<file path="config.mk">
export PLATFORM = sky130hd
export DESIGN_NAME = rpc_top
export DESIGN_NICKNAME = d
export VERILOG_FILES = /design/src/include/rpc_pkg.sv /design/src/rtl/rpc_top.sv /design/src/rtl/rpc_pud_timer.sv
export VERILOG_INCLUDE_DIRS = /design/src /design/src/include
export SDC_FILE = /design/constraint.sdc
export NUM_CORES = 1
export LEC_CHECK = 0
export BUFFER_PORTS_ARGS = -buffer_cell sky130_fd_sc_hd__clkbuf_2
export CORE_ASPECT_RATIO = 1.2
export CORE_MARGIN = 4
export CORE_UTILIZATION = 56
export DETAILED_ROUTE_END_ITERATION = 12
export GPL_TIMING_DRIVEN = 1
export PLACE_DENSITY = 0.88
export SETUP_SLACK_MARGIN = 0.02
export SYNTH_ARGS = -nofsm -noshare
export SYNTH_HDL_FRONTEND = slang
export SYNTH_SLANG_ARGS = --single-unit
</file>
<file path="constraint.sdc">
create_clock -name CLK -period 7 [get_ports CLK]
set_input_delay 1.05 -clock CLK [delete_from_list [all_inputs] [get_ports CLK]]
set_output_delay 1.05 -clock CLK [all_outputs]
set_load 0.05 [all_outputs]
</file>
<file path="src/include/rpc_params.svh">
`ifndef RPC_PARAMS_SVH
`define RPC_PARAMS_SVH

// register byte addresses
`define RPC_OFF_CFG        12'h000
`define RPC_OFF_STAT       12'h004
`define RPC_OFF_CTRL       12'h008

// configuration word field positions
`define RPC_BIT_PIN_MODE   10
`define RPC_BIT_HS_POL     9
`define RPC_BIT_LS_POL     8
`define RPC_BIT_BOR_EN     7
`define RPC_BIT_BLVL_HI    5
`define RPC_BIT_BLVL_LO    4
`define RPC_BIT_PUD_HI     1
`define RPC_BIT_PUD_LO     0

// implemented bits (bit 15 pin-reset enable left out)
`define RPC_CFG_MASK       24'h0007B3
// erased word: every bit unprogrammed
`define RPC_CFG_ERASED     24'hFFFFFF

// power-up delays in ms, and the clock rate
`define RPC_CLK_HZ         50000000
`define RPC_PUD_MS_LONG    64
`define RPC_PUD_MS_MID     16
`define RPC_PUD_MS_SHORT   4
`define RPC_CYC_PER_MS     (`RPC_CLK_HZ / 1000)

`endif

</file>
<file path="src/include/rpc_pkg.sv">
package rpc_pkg;

	typedef struct packed {
		logic       pwm_pin_reset_mode;
		logic       high_side_polarity;
		logic       low_side_polarity;
		logic       brownout_enable;
		logic [1:0] brownout_level_select;
		logic [1:0] powerup_delay_select;
	} rpc_cfg_t;

	typedef enum logic [2:0] {
		RPC_ST_LOAD = 3'b001,
		RPC_ST_WAIT = 3'b010,
		RPC_ST_RUN  = 3'b100
	} rpc_state_t;

endpackage

</file>
<file path="src/rtl/rpc_top.sv">
`timescale 1ns/1ns
`include "rpc_params.svh"

module rpc_top
	import rpc_pkg::*;
#(
	parameter int MS_CYCLES = `RPC_CYC_PER_MS
) (
	// clock and reset
	input  wire logic        CLK,
	input  wire logic        RST,
	// nonvolatile word as stored in the cells
	input  wire logic [23:0] NV_WORD,
	// ahb-lite slave
	input  wire logic        HSEL,
	input  wire logic [11:0] HADDR,
	input  wire logic [1:0]  HTRANS,
	input  wire logic        HWRITE,
	input  wire logic [2:0]  HSIZE,
	input  wire logic [31:0] HWDATA,
	input  wire logic        HREADY,
	output logic      [31:0] HRDATA,
	output logic             HREADYOUT,
	output logic             HRESP,
	// decoded configuration and internal reset
	output logic             PWM_PIN_TRISTATE,
	output logic             PWM_PIN_DRIVE,
	output logic             HIGH_SIDE_ACTIVE_HIGH,
	output logic             LOW_SIDE_ACTIVE_HIGH,
	output logic             BROWNOUT_ENABLE,
	output logic      [1:0]  BROWNOUT_LEVEL_SELECT,
	output logic             INT_RESET
);
	localparam logic [31:0] PUD_LONG  = 32'(`RPC_PUD_MS_LONG * MS_CYCLES);
	localparam logic [31:0] PUD_MID   = 32'(`RPC_PUD_MS_MID * MS_CYCLES);
	localparam logic [31:0] PUD_SHORT = 32'(`RPC_PUD_MS_SHORT * MS_CYCLES);

	function automatic logic [31:0] pud_cycles(input logic [1:0] code);
		unique case (code)
			2'b11: pud_cycles = PUD_LONG;
			2'b10: pud_cycles = PUD_MID;
			2'b01: pud_cycles = PUD_SHORT;
			2'b00: pud_cycles = 32'h0;
		endcase
	endfunction

	function automatic rpc_cfg_t cfg_fields(input logic [23:0] w);
		cfg_fields.pwm_pin_reset_mode    = w[`RPC_BIT_PIN_MODE];
		cfg_fields.high_side_polarity    = w[`RPC_BIT_HS_POL];
		cfg_fields.low_side_polarity     = w[`RPC_BIT_LS_POL];
		cfg_fields.brownout_enable       = w[`RPC_BIT_BOR_EN];
		cfg_fields.brownout_level_select = w[`RPC_BIT_BLVL_HI:`RPC_BIT_BLVL_LO];
		cfg_fields.powerup_delay_select  = w[`RPC_BIT_PUD_HI:`RPC_BIT_PUD_LO];
	endfunction

	// sequencer and latched word
	rpc_state_t  state_q, state_d;
	logic [23:0] word_q, word_d;
	logic        ireset_q, ireset_d;
	logic        tmr_load, tmr_done;
	rpc_cfg_t    cfg;

	assign cfg = cfg_fields(word_q);

	always_comb begin
		state_d  = state_q;
		word_d   = word_q;
		ireset_d = ireset_q;
		tmr_load = 1'b0;
		unique case (state_q)
			RPC_ST_LOAD: begin
				// erased cells read one, masked to implemented bits
				word_d   = NV_WORD & `RPC_CFG_MASK;
				tmr_load = 1'b1;
				state_d  = RPC_ST_WAIT;
			end
			RPC_ST_WAIT: begin
				if (tmr_done) begin
					ireset_d = 1'b0;
					state_d  = RPC_ST_RUN;
				end
			end
			RPC_ST_RUN: begin
				ireset_d = 1'b0;
			end
			default: begin
				state_d  = RPC_ST_LOAD;
				ireset_d = 1'b1;
			end
		endcase
	end

	always_ff @(posedge CLK or posedge RST) begin
		if (RST) begin
			state_q  <= RPC_ST_LOAD;
			word_q   <= `RPC_CFG_ERASED & `RPC_CFG_MASK;
			ireset_q <= 1'b1;
		end else begin
			state_q  <= state_d;
			word_q   <= word_d;
			ireset_q <= ireset_d;
		end
	end

	rpc_pud_timer #(.CNT_W(32)) u_pud (
		.clk      (CLK),
		.rst      (RST),
		.load     (tmr_load),
		.load_val (pud_cycles(word_d[`RPC_BIT_PUD_HI:`RPC_BIT_PUD_LO])),
		.done     (tmr_done)
	);

	// decoded outputs, registered
	logic       tri_q, tri_d, drv_q, drv_d, hs_q, hs_d, ls_q, ls_d, bor_q, bor_d;
	logic [1:0] brownout_level_select_q, brownout_level_select_d;

	always_comb begin
		tri_d  = cfg.pwm_pin_reset_mode;
		drv_d  = !cfg.pwm_pin_reset_mode;
		hs_d   = cfg.high_side_polarity;
		ls_d   = cfg.low_side_polarity;
		bor_d  = cfg.brownout_enable;
		brownout_level_select_d = cfg.brownout_level_select;
	end

	always_ff @(posedge CLK or posedge RST) begin
		if (RST) begin
			tri_q  <= 1'b1;
			drv_q  <= 1'b0;
			hs_q   <= 1'b1;
			ls_q   <= 1'b1;
			bor_q  <= 1'b1;
			brownout_level_select_q <= 2'h3;
		end else begin
			tri_q  <= tri_d;
			drv_q  <= drv_d;
			hs_q   <= hs_d;
			ls_q   <= ls_d;
			bor_q  <= bor_d;
			brownout_level_select_q <= brownout_level_select_d;
		end
	end

	assign PWM_PIN_TRISTATE      = tri_q;
	assign PWM_PIN_DRIVE         = drv_q;
	assign HIGH_SIDE_ACTIVE_HIGH = hs_q;
	assign LOW_SIDE_ACTIVE_HIGH  = ls_q;
	assign BROWNOUT_ENABLE       = bor_q;
	assign BROWNOUT_LEVEL_SELECT = brownout_level_select_q;
	assign INT_RESET             = ireset_q;

	// ahb-lite slave, zero wait states, read only
	logic        rd_take;
	logic [31:0] rdata_q, rdata_d;

	always_comb begin
		rd_take = HSEL && HREADY && HTRANS[1] && !HWRITE;
		rdata_d = 32'h0;
		if (rd_take) begin
			unique case (HADDR)
				`RPC_OFF_CFG:  rdata_d = {8'h00, word_d};
				`RPC_OFF_STAT: rdata_d = {30'h0, state_d == RPC_ST_RUN, ireset_d};
				default:       rdata_d = 32'h0;
			endcase
		end
	end

	always_ff @(posedge CLK or posedge RST) begin
		if (RST) begin
			rdata_q <= 32'h0;
		end else begin
			rdata_q <= rdata_d;
		end
	end

	assign HRDATA    = rdata_q;
	assign HREADYOUT = 1'b1;
	assign HRESP     = 1'b0;
endmodule // rpc_top

</file>
<file path="src/rtl/rpc_pud_timer.sv">
`timescale 1ns/1ns
`include "rpc_params.svh"

// power-up delay counter: loaded once, counts down to zero
module rpc_pud_timer #(
	parameter int CNT_W = 32
) (
	input  wire logic             clk,
	input  wire logic             rst,
	input  wire logic             load,
	input  wire logic [CNT_W-1:0] load_val,
	output logic                  done
);
	logic [CNT_W-1:0] cnt_q;
	logic [CNT_W-1:0] cnt_d;

	always_comb begin
		cnt_d = cnt_q;
		if (load) begin
			cnt_d = load_val;
		end else if (cnt_q != '0) begin
			cnt_d = cnt_q - CNT_W'(1);
		end
	end

	always_ff @(posedge clk or posedge rst) begin
		if (rst) begin
			cnt_q <= '0;
		end else begin
			cnt_q <= cnt_d;
		end
	end

	assign done = (cnt_q == '0) && !load;
endmodule // rpc_pud_timer

</file>
; After elaboration in Yosys (flattened, before gate mapping)
; Cells that the tools add are included.
[classes]
addsub = 1
mul = 0
div_mod_pow = 0
order_cmp = 0
n_eq_ne = 8
shift = 0
n_mux = 11
n_bitwise = 0
reduce_logical = 12
[ops]
columns = operator, count
row1 = 32-bit one-hot mux with 4 select lines, 1
row2 = 32-bit two-way mux, 2
row3 = 24-bit two-way mux, 2
row4 = 24-bit one-hot mux with 2 select lines, 1
row5 = 32-bit logical NOT, 1
row6 = 32-bit nonzero test, 1
row7 = "32-bit by 1-bit subtractor with 32-bit output, second input constant", 1
row8 = "12-bit by 3-bit == test with 1-bit output, second input constant", 1
row9 = 12-bit logical NOT, 1
row10 = 3-bit one-hot mux with 3 select lines, 1
row11 = "3-bit == test, second input constant", 2
row12 = "2-bit == test, second input constant", 2
row13 = 1-bit logical AND, 4
row14 = "3-bit by 1-bit == test with 1-bit output, second input constant", 1
row15 = "3-bit by 2-bit == test with 1-bit output, second input constant", 1
row16 = 1-bit logical NOT, 3
row17 = 3-bit two-way mux, 1
row18 = 1-bit one-hot mux with 3 select lines, 1
row19 = "2-bit by 1-bit == test with 1-bit output, second input constant", 1
row20 = 2-bit logical NOT, 1
row21 = 1-bit two-way mux, 2
row22 = 2-bit nonzero test, 1
[word_totals]
register_bits = 99
latchBits = 0
ramBits = 0
romBits = 0
inputBits = 78
output_inout_bits = 42
word_cells = 43
n_memories = 0

; Depth between registers and ports, before layout
[logic_depth]
ltp_word = 9
depth_mapped = 8
mapped_depth_nobuf = 7

; By module
; From an unflattened synthesis, not the netlist that was laid out.
[unflattened]
hier_cells = 398
area_unflattened_um2 = 4129.0
[modules_own_cells]
columns = module, instances, cells_per_inst, area_per_inst_um2, seq_area_each_um2
row1 = rpc_top, 1, 177, 2195.9, 1496.4
row2 = rpc_pud_timer, 1, 221, 1933.1, 800.8

; Least setup slack after synthesis
; No wires, ideal clock.
[synth_timing]
kind = in2reg
start = input port HADDR[5]
end = register rdata_q[4] (netlist: HRDATA[4])
setup_time_ps = 78
arrival_time_ps = 2093
required_ps = 6922
setup_slack_ps = 4828
path_stages = 5
path_buffers = 1
cell_sequence = nor4_1 nand4_1 or2_2 clkbuf_1 a21oi_1
[synth_between]
elab_chain_len = 3
elab_cells_between_ends = 4
cone_classes = eq/ne (1) / mux (2) / reduce/logical (1)
[synth_lines]
columns = item, line
row1 = "start, declared", rpc_top.sv:16  ; input wire logic [11:0] HADDR,
row2 = 12-bit by 3-bit == test with 1-bit output or 12-bit logical NOT (tied branches), rpc_top.sv:160  ; unique case (HADDR)
row3 = 24-bit one-hot mux with 2 select lines *, rpc_top.sv:160
row4 = 24-bit two-way mux *, rpc_top.sv:159  ; if (rd_take) begin
row5 = named net rdata_d[4], rpc_top.sv:154  ; logic [31:0] rdata_q, rdata_d;
row6 = "end signal, assigned", rpc_top.sv:172  ; rdata_q <= rdata_d;
row7 = "end, declared", rpc_top.sv:154
; Mark *: on every way through the listed nets, which the timed path passes. The rest lies on a longest branch.
; A chain may end at the register's enable or synchronous reset.

; Worst setup path after layout
[layout_timing]
start = register u_pud.cnt_q[26]
end = register u_pud.cnt_q[6]
[layout_between]
elab_chain_len = 2
[layout_lines]
columns = item, line
row1 = "start, declared", rpc_pud_timer.sv:14  ; logic [CNT_W-1:0] cnt_q;
row2 = "start signal, assigned", rpc_pud_timer.sv:30  ; cnt_q <= cnt_d;
row3 = 32-bit nonzero test, rpc_pud_timer.sv:21  ; end else if (cnt_q != '0) begin
row4 = 2-bit nonzero test (no source line), -
; No other way between the ends.

==> results.md <==
- Status: complete, no violations
- Slowest cell on crit path: sky130_fd_sc_hd__nor4_4
- HP Class: reg -> reg
- Mean cell area of the mapped netlist: 10.6 um2
- Design Power: 1.75 mW
- RSZ-0062 raised after global routing: false
- Final critical-path required period: 2.81 ns
- #FFs+latches synth: 91
- Highest-count cells in the layout ignoring fill and taps: 75 x sky130_fd_sc_hd__dfrtp_1, 57 x sky130_fd_sc_hd__clkbuf_2, 44 x sky130_fd_sc_hd__nand2_1
- Static leakage: 2.22 nW
- Effective utilization at floorplan: 0.575
- Final WS setup: 4.19 ns
- Count of pins on the block boundary: 120
- Number of slew-limit violations in the final report: 0
- Number of fill cells: 555
- Number of buffers created by CTS: 9
- Async set-reset flop share out of synthesis: 1.00
- Die area: 8880 um2
- Post-layout instance area: 4670 um2
- Max-slew headroom: 0.170
- Global-route wire length before repair: 14.0 mm
- PD cells: 376 nW/um2
- Total of cells resized after clock tree synthesis: 0
- Share of final-layout standard cells stronger than drive strength 1: 0.262
- Signal arrival time at the worst endpoint: 3.07 ns
- Maximum achievable frequency: 356 MHz
- Number of distinct standard cells referenced by the synthesized netlist: 54
- Kind of start point of the critical path: flop
- Width of the die: 86.7 um
- Half-perimeter wire length of the detailed placement result: 5.84 mm
- Gate count of the mapped netlist: 392
- Antenna violations before repair: 0
- Gr usage total: 0.201
- Via count: 3085
- Critical path's largest stage delay: 0.98 ns
- CTS Hold Bufs: 0
- Die span in y: 102 um
- Crit path required time: 7.27 ns
- Biggest area contributors in the synthesized netlist: sky130_fd_sc_hd__dfrtp_1 45%, sky130_fd_sc_hd__dfstp_2 10%, sky130_fd_sc_hd__nand2_1 4.0%
- Multi-input combinational cell area: 1670 um2
- Final clock skew: 0.00917 ns
- Top fanout value on the critical path: 28
- Share of Yosys cell area claimed by the top area cell type: 0.451
- Root buffer cell: sky130_fd_sc_hd__clkbuf_8
- Number of placed cells counting well taps: 524
- CTS clk-pin slew, worst paths: 0.09 ns
- Routability Congestion: 0.842
- Overall overflow remaining after global route: 0
- Final Non-Filler Cells: 540
- Layout net count: 529
- FP Rows: 34
- Cell taking the most area after synthesis: sky130_fd_sc_hd__dfrtp_1
- Top_reg_cell synth: sky130_fd_sc_hd__dfrtp_1
- Setup violations, final: 0
- Cell Area, Synth: 4160 um2
- Antenna-violating nets left: 0
- H-tree depth reported by CTS: 3
- Slew at the pin closest to its max-slew limit: 1.24 ns
- Post-CTS setup repair buffer count: 0
- Clock sink total: 91
- Tcrit/Tclk final: 0.401
- Largest net degree at the start of global routing: 92
- Most common cell after layout, fill and taps aside: sky130_fd_sc_hd__dfrtp_1
- Critical Setup Path Class: reg -> reg
- Mean routed wirelength per cell: 15.5 um
- Max Buffers Root-to-Sink: 2
- Via density per instance: 5.71
- Core area: 7230 um2
- Residual DRC count: 0
- IO buf count: 57
- Number of maximum-capacitance violations: 0
- Final sum of negative setup slack: 0 ns
- Total inserted antenna cells: 0
- Cell Chain, Critical Path: nor3_1 -> nand4b_1 -> nor4_4 -> o21ai_0 -> a31oi_1
- Fin util: 0.645
- Critical Path Sink Type: flop
- Footprint of the flip-flops and latches: 2300 um2
- Final wirelength: 8.38 mm
- Clock tree from TritonCTS: yes
- Number of enable-type register cells in the synthesized netlist: 0
- Yosys warnings: 0
- Worst-case setup slack after placement: 4.28 ns
- Growth of design area from synthesis to finish: 12.2%
- IR Drop Worst-Case VDD: 0.000275 V
- Hold WS: 0.364 ns
- Number of DRC violations after detailed-routing iteration 0: 231
- Vias in the first global route: 2971
- Post-synthesis sequential area ratio: 0.552
- Detailed Routing Iterations Pass 1: 4
- Clock latency at the later pin of the worst-skew pair: 0.35 ns
- Post-place instance area: 4470 um2
- Final hold violations: 0
[logic make-up after synthesis]
| family | synth area share |
|---|---|
| AND/OR/NAND/NOR | 0.246 |
| other | 0.00181 |
| AO/OA/AOI/OAI | 0.106 |
| multiplexers | 0.0120 |
| XOR/XNOR | 0.0105 |
| flip-flops | 0.552 |
| adder cells (fa/ha/maj) | 0.0180 |
| buffers and inverters | 0.0538 |
[power by group]
group          internal, mW  leakage, nW  switching [mW]
combinational         0.206        0.950           0.416
sequential            0.665         1.17           0.112
clock                 0.169       0.0975           0.186
total                  1.04         2.22           0.713
[cell usage after synthesis, drive strengths merged (3+ instances only)]
cell	count
nand4	3
clkbuf	10
nand4b	6
nor4	13
o31a	3
o21ai	16
or2	5
nor3	12
a21oi	19
a31oi	9
nand2	44
ha	6
dfrtp	75
buf	15
or4	11
o31ai	7
or3	18
mux2i	5
nor2	37
inv	22
o41ai	3
nor2b	7
xor2	3
dfstp	16
nand2b	5
[worst paths after layout]
check	start	to	slack (ns)	cells after the start
worst max register to register	u_pud.cnt_q[26]	u_pud.cnt_q[6]	4.19	5
worst min-delay path	word_q[4]	BROWNOUT_LEVEL_SELECT[0]	0.36	0
worst min register to register	word_q[4]	BROWNOUT_LEVEL_SELECT[0]	0.36	0
max in group asynchronous	RST	HRDATA[11]	5.29	3
min in group asynchronous	RST	HRDATA[22]	1.03	3
worst max-delay path	u_pud.cnt_q[26]	u_pud.cnt_q[6]	4.19	5
[metal layers]
| metal | global-route usage | up-vias | part of all wire | routed length (um) |
|---|---|---|---|---|
| met1 | 0.244 | 1525 | 0.41 | 3410 |
| met3 | 0.0500 | 18 | 0.044 | 372 |
| met4 | 0.0959 | 0 | 0.022 | 187 |
| met5 | 0 | - | 0 | 0 |
| met2 | 0.335 | 85 | 0.53 | 4410 |
| li1 | - | 1457 | - | - |
[layout make-up]
| type | instances | area share |
|---|---|---|
| flip-flops and latches | 91 | 0.492 |
| inverters | 22 | 0.0180 |
| clock inverters | 6 | 0.0156 |
| multi-input cells | 262 | 0.358 |
| repair buffers | 59 | 0.0644 |
| clock buffers | 10 | 0.0274 |
| well taps | 90 | 0.0241 |
[worst max-delay path, delay by kind of cell (launching register included)]
family | cells | cell delay, ns
AOI/OAI and AO/OA | 2 | 0.49
DFF | 1 | 0.40
and+or+nand+nor | 3 | 1.83
[flip-flops by register name (all words and copies together) (netlist names)]
name and count:
BROWNOUT_LEVEL_SELECT 2, HRDATA 24, BROWNOUT_ENABLE 1, LOW_SIDE_ACTIVE_HIGH 1, HIGH_SIDE_ACTIVE_HIGH 1, word_q 24
PWM_PIN_TRISTATE 1, state_q 3, INT_RESET 1, u_pud.cnt_q 32, PWM_PIN_DRIVE 1
No activity file was read; power rests on OpenSTA's default activity.
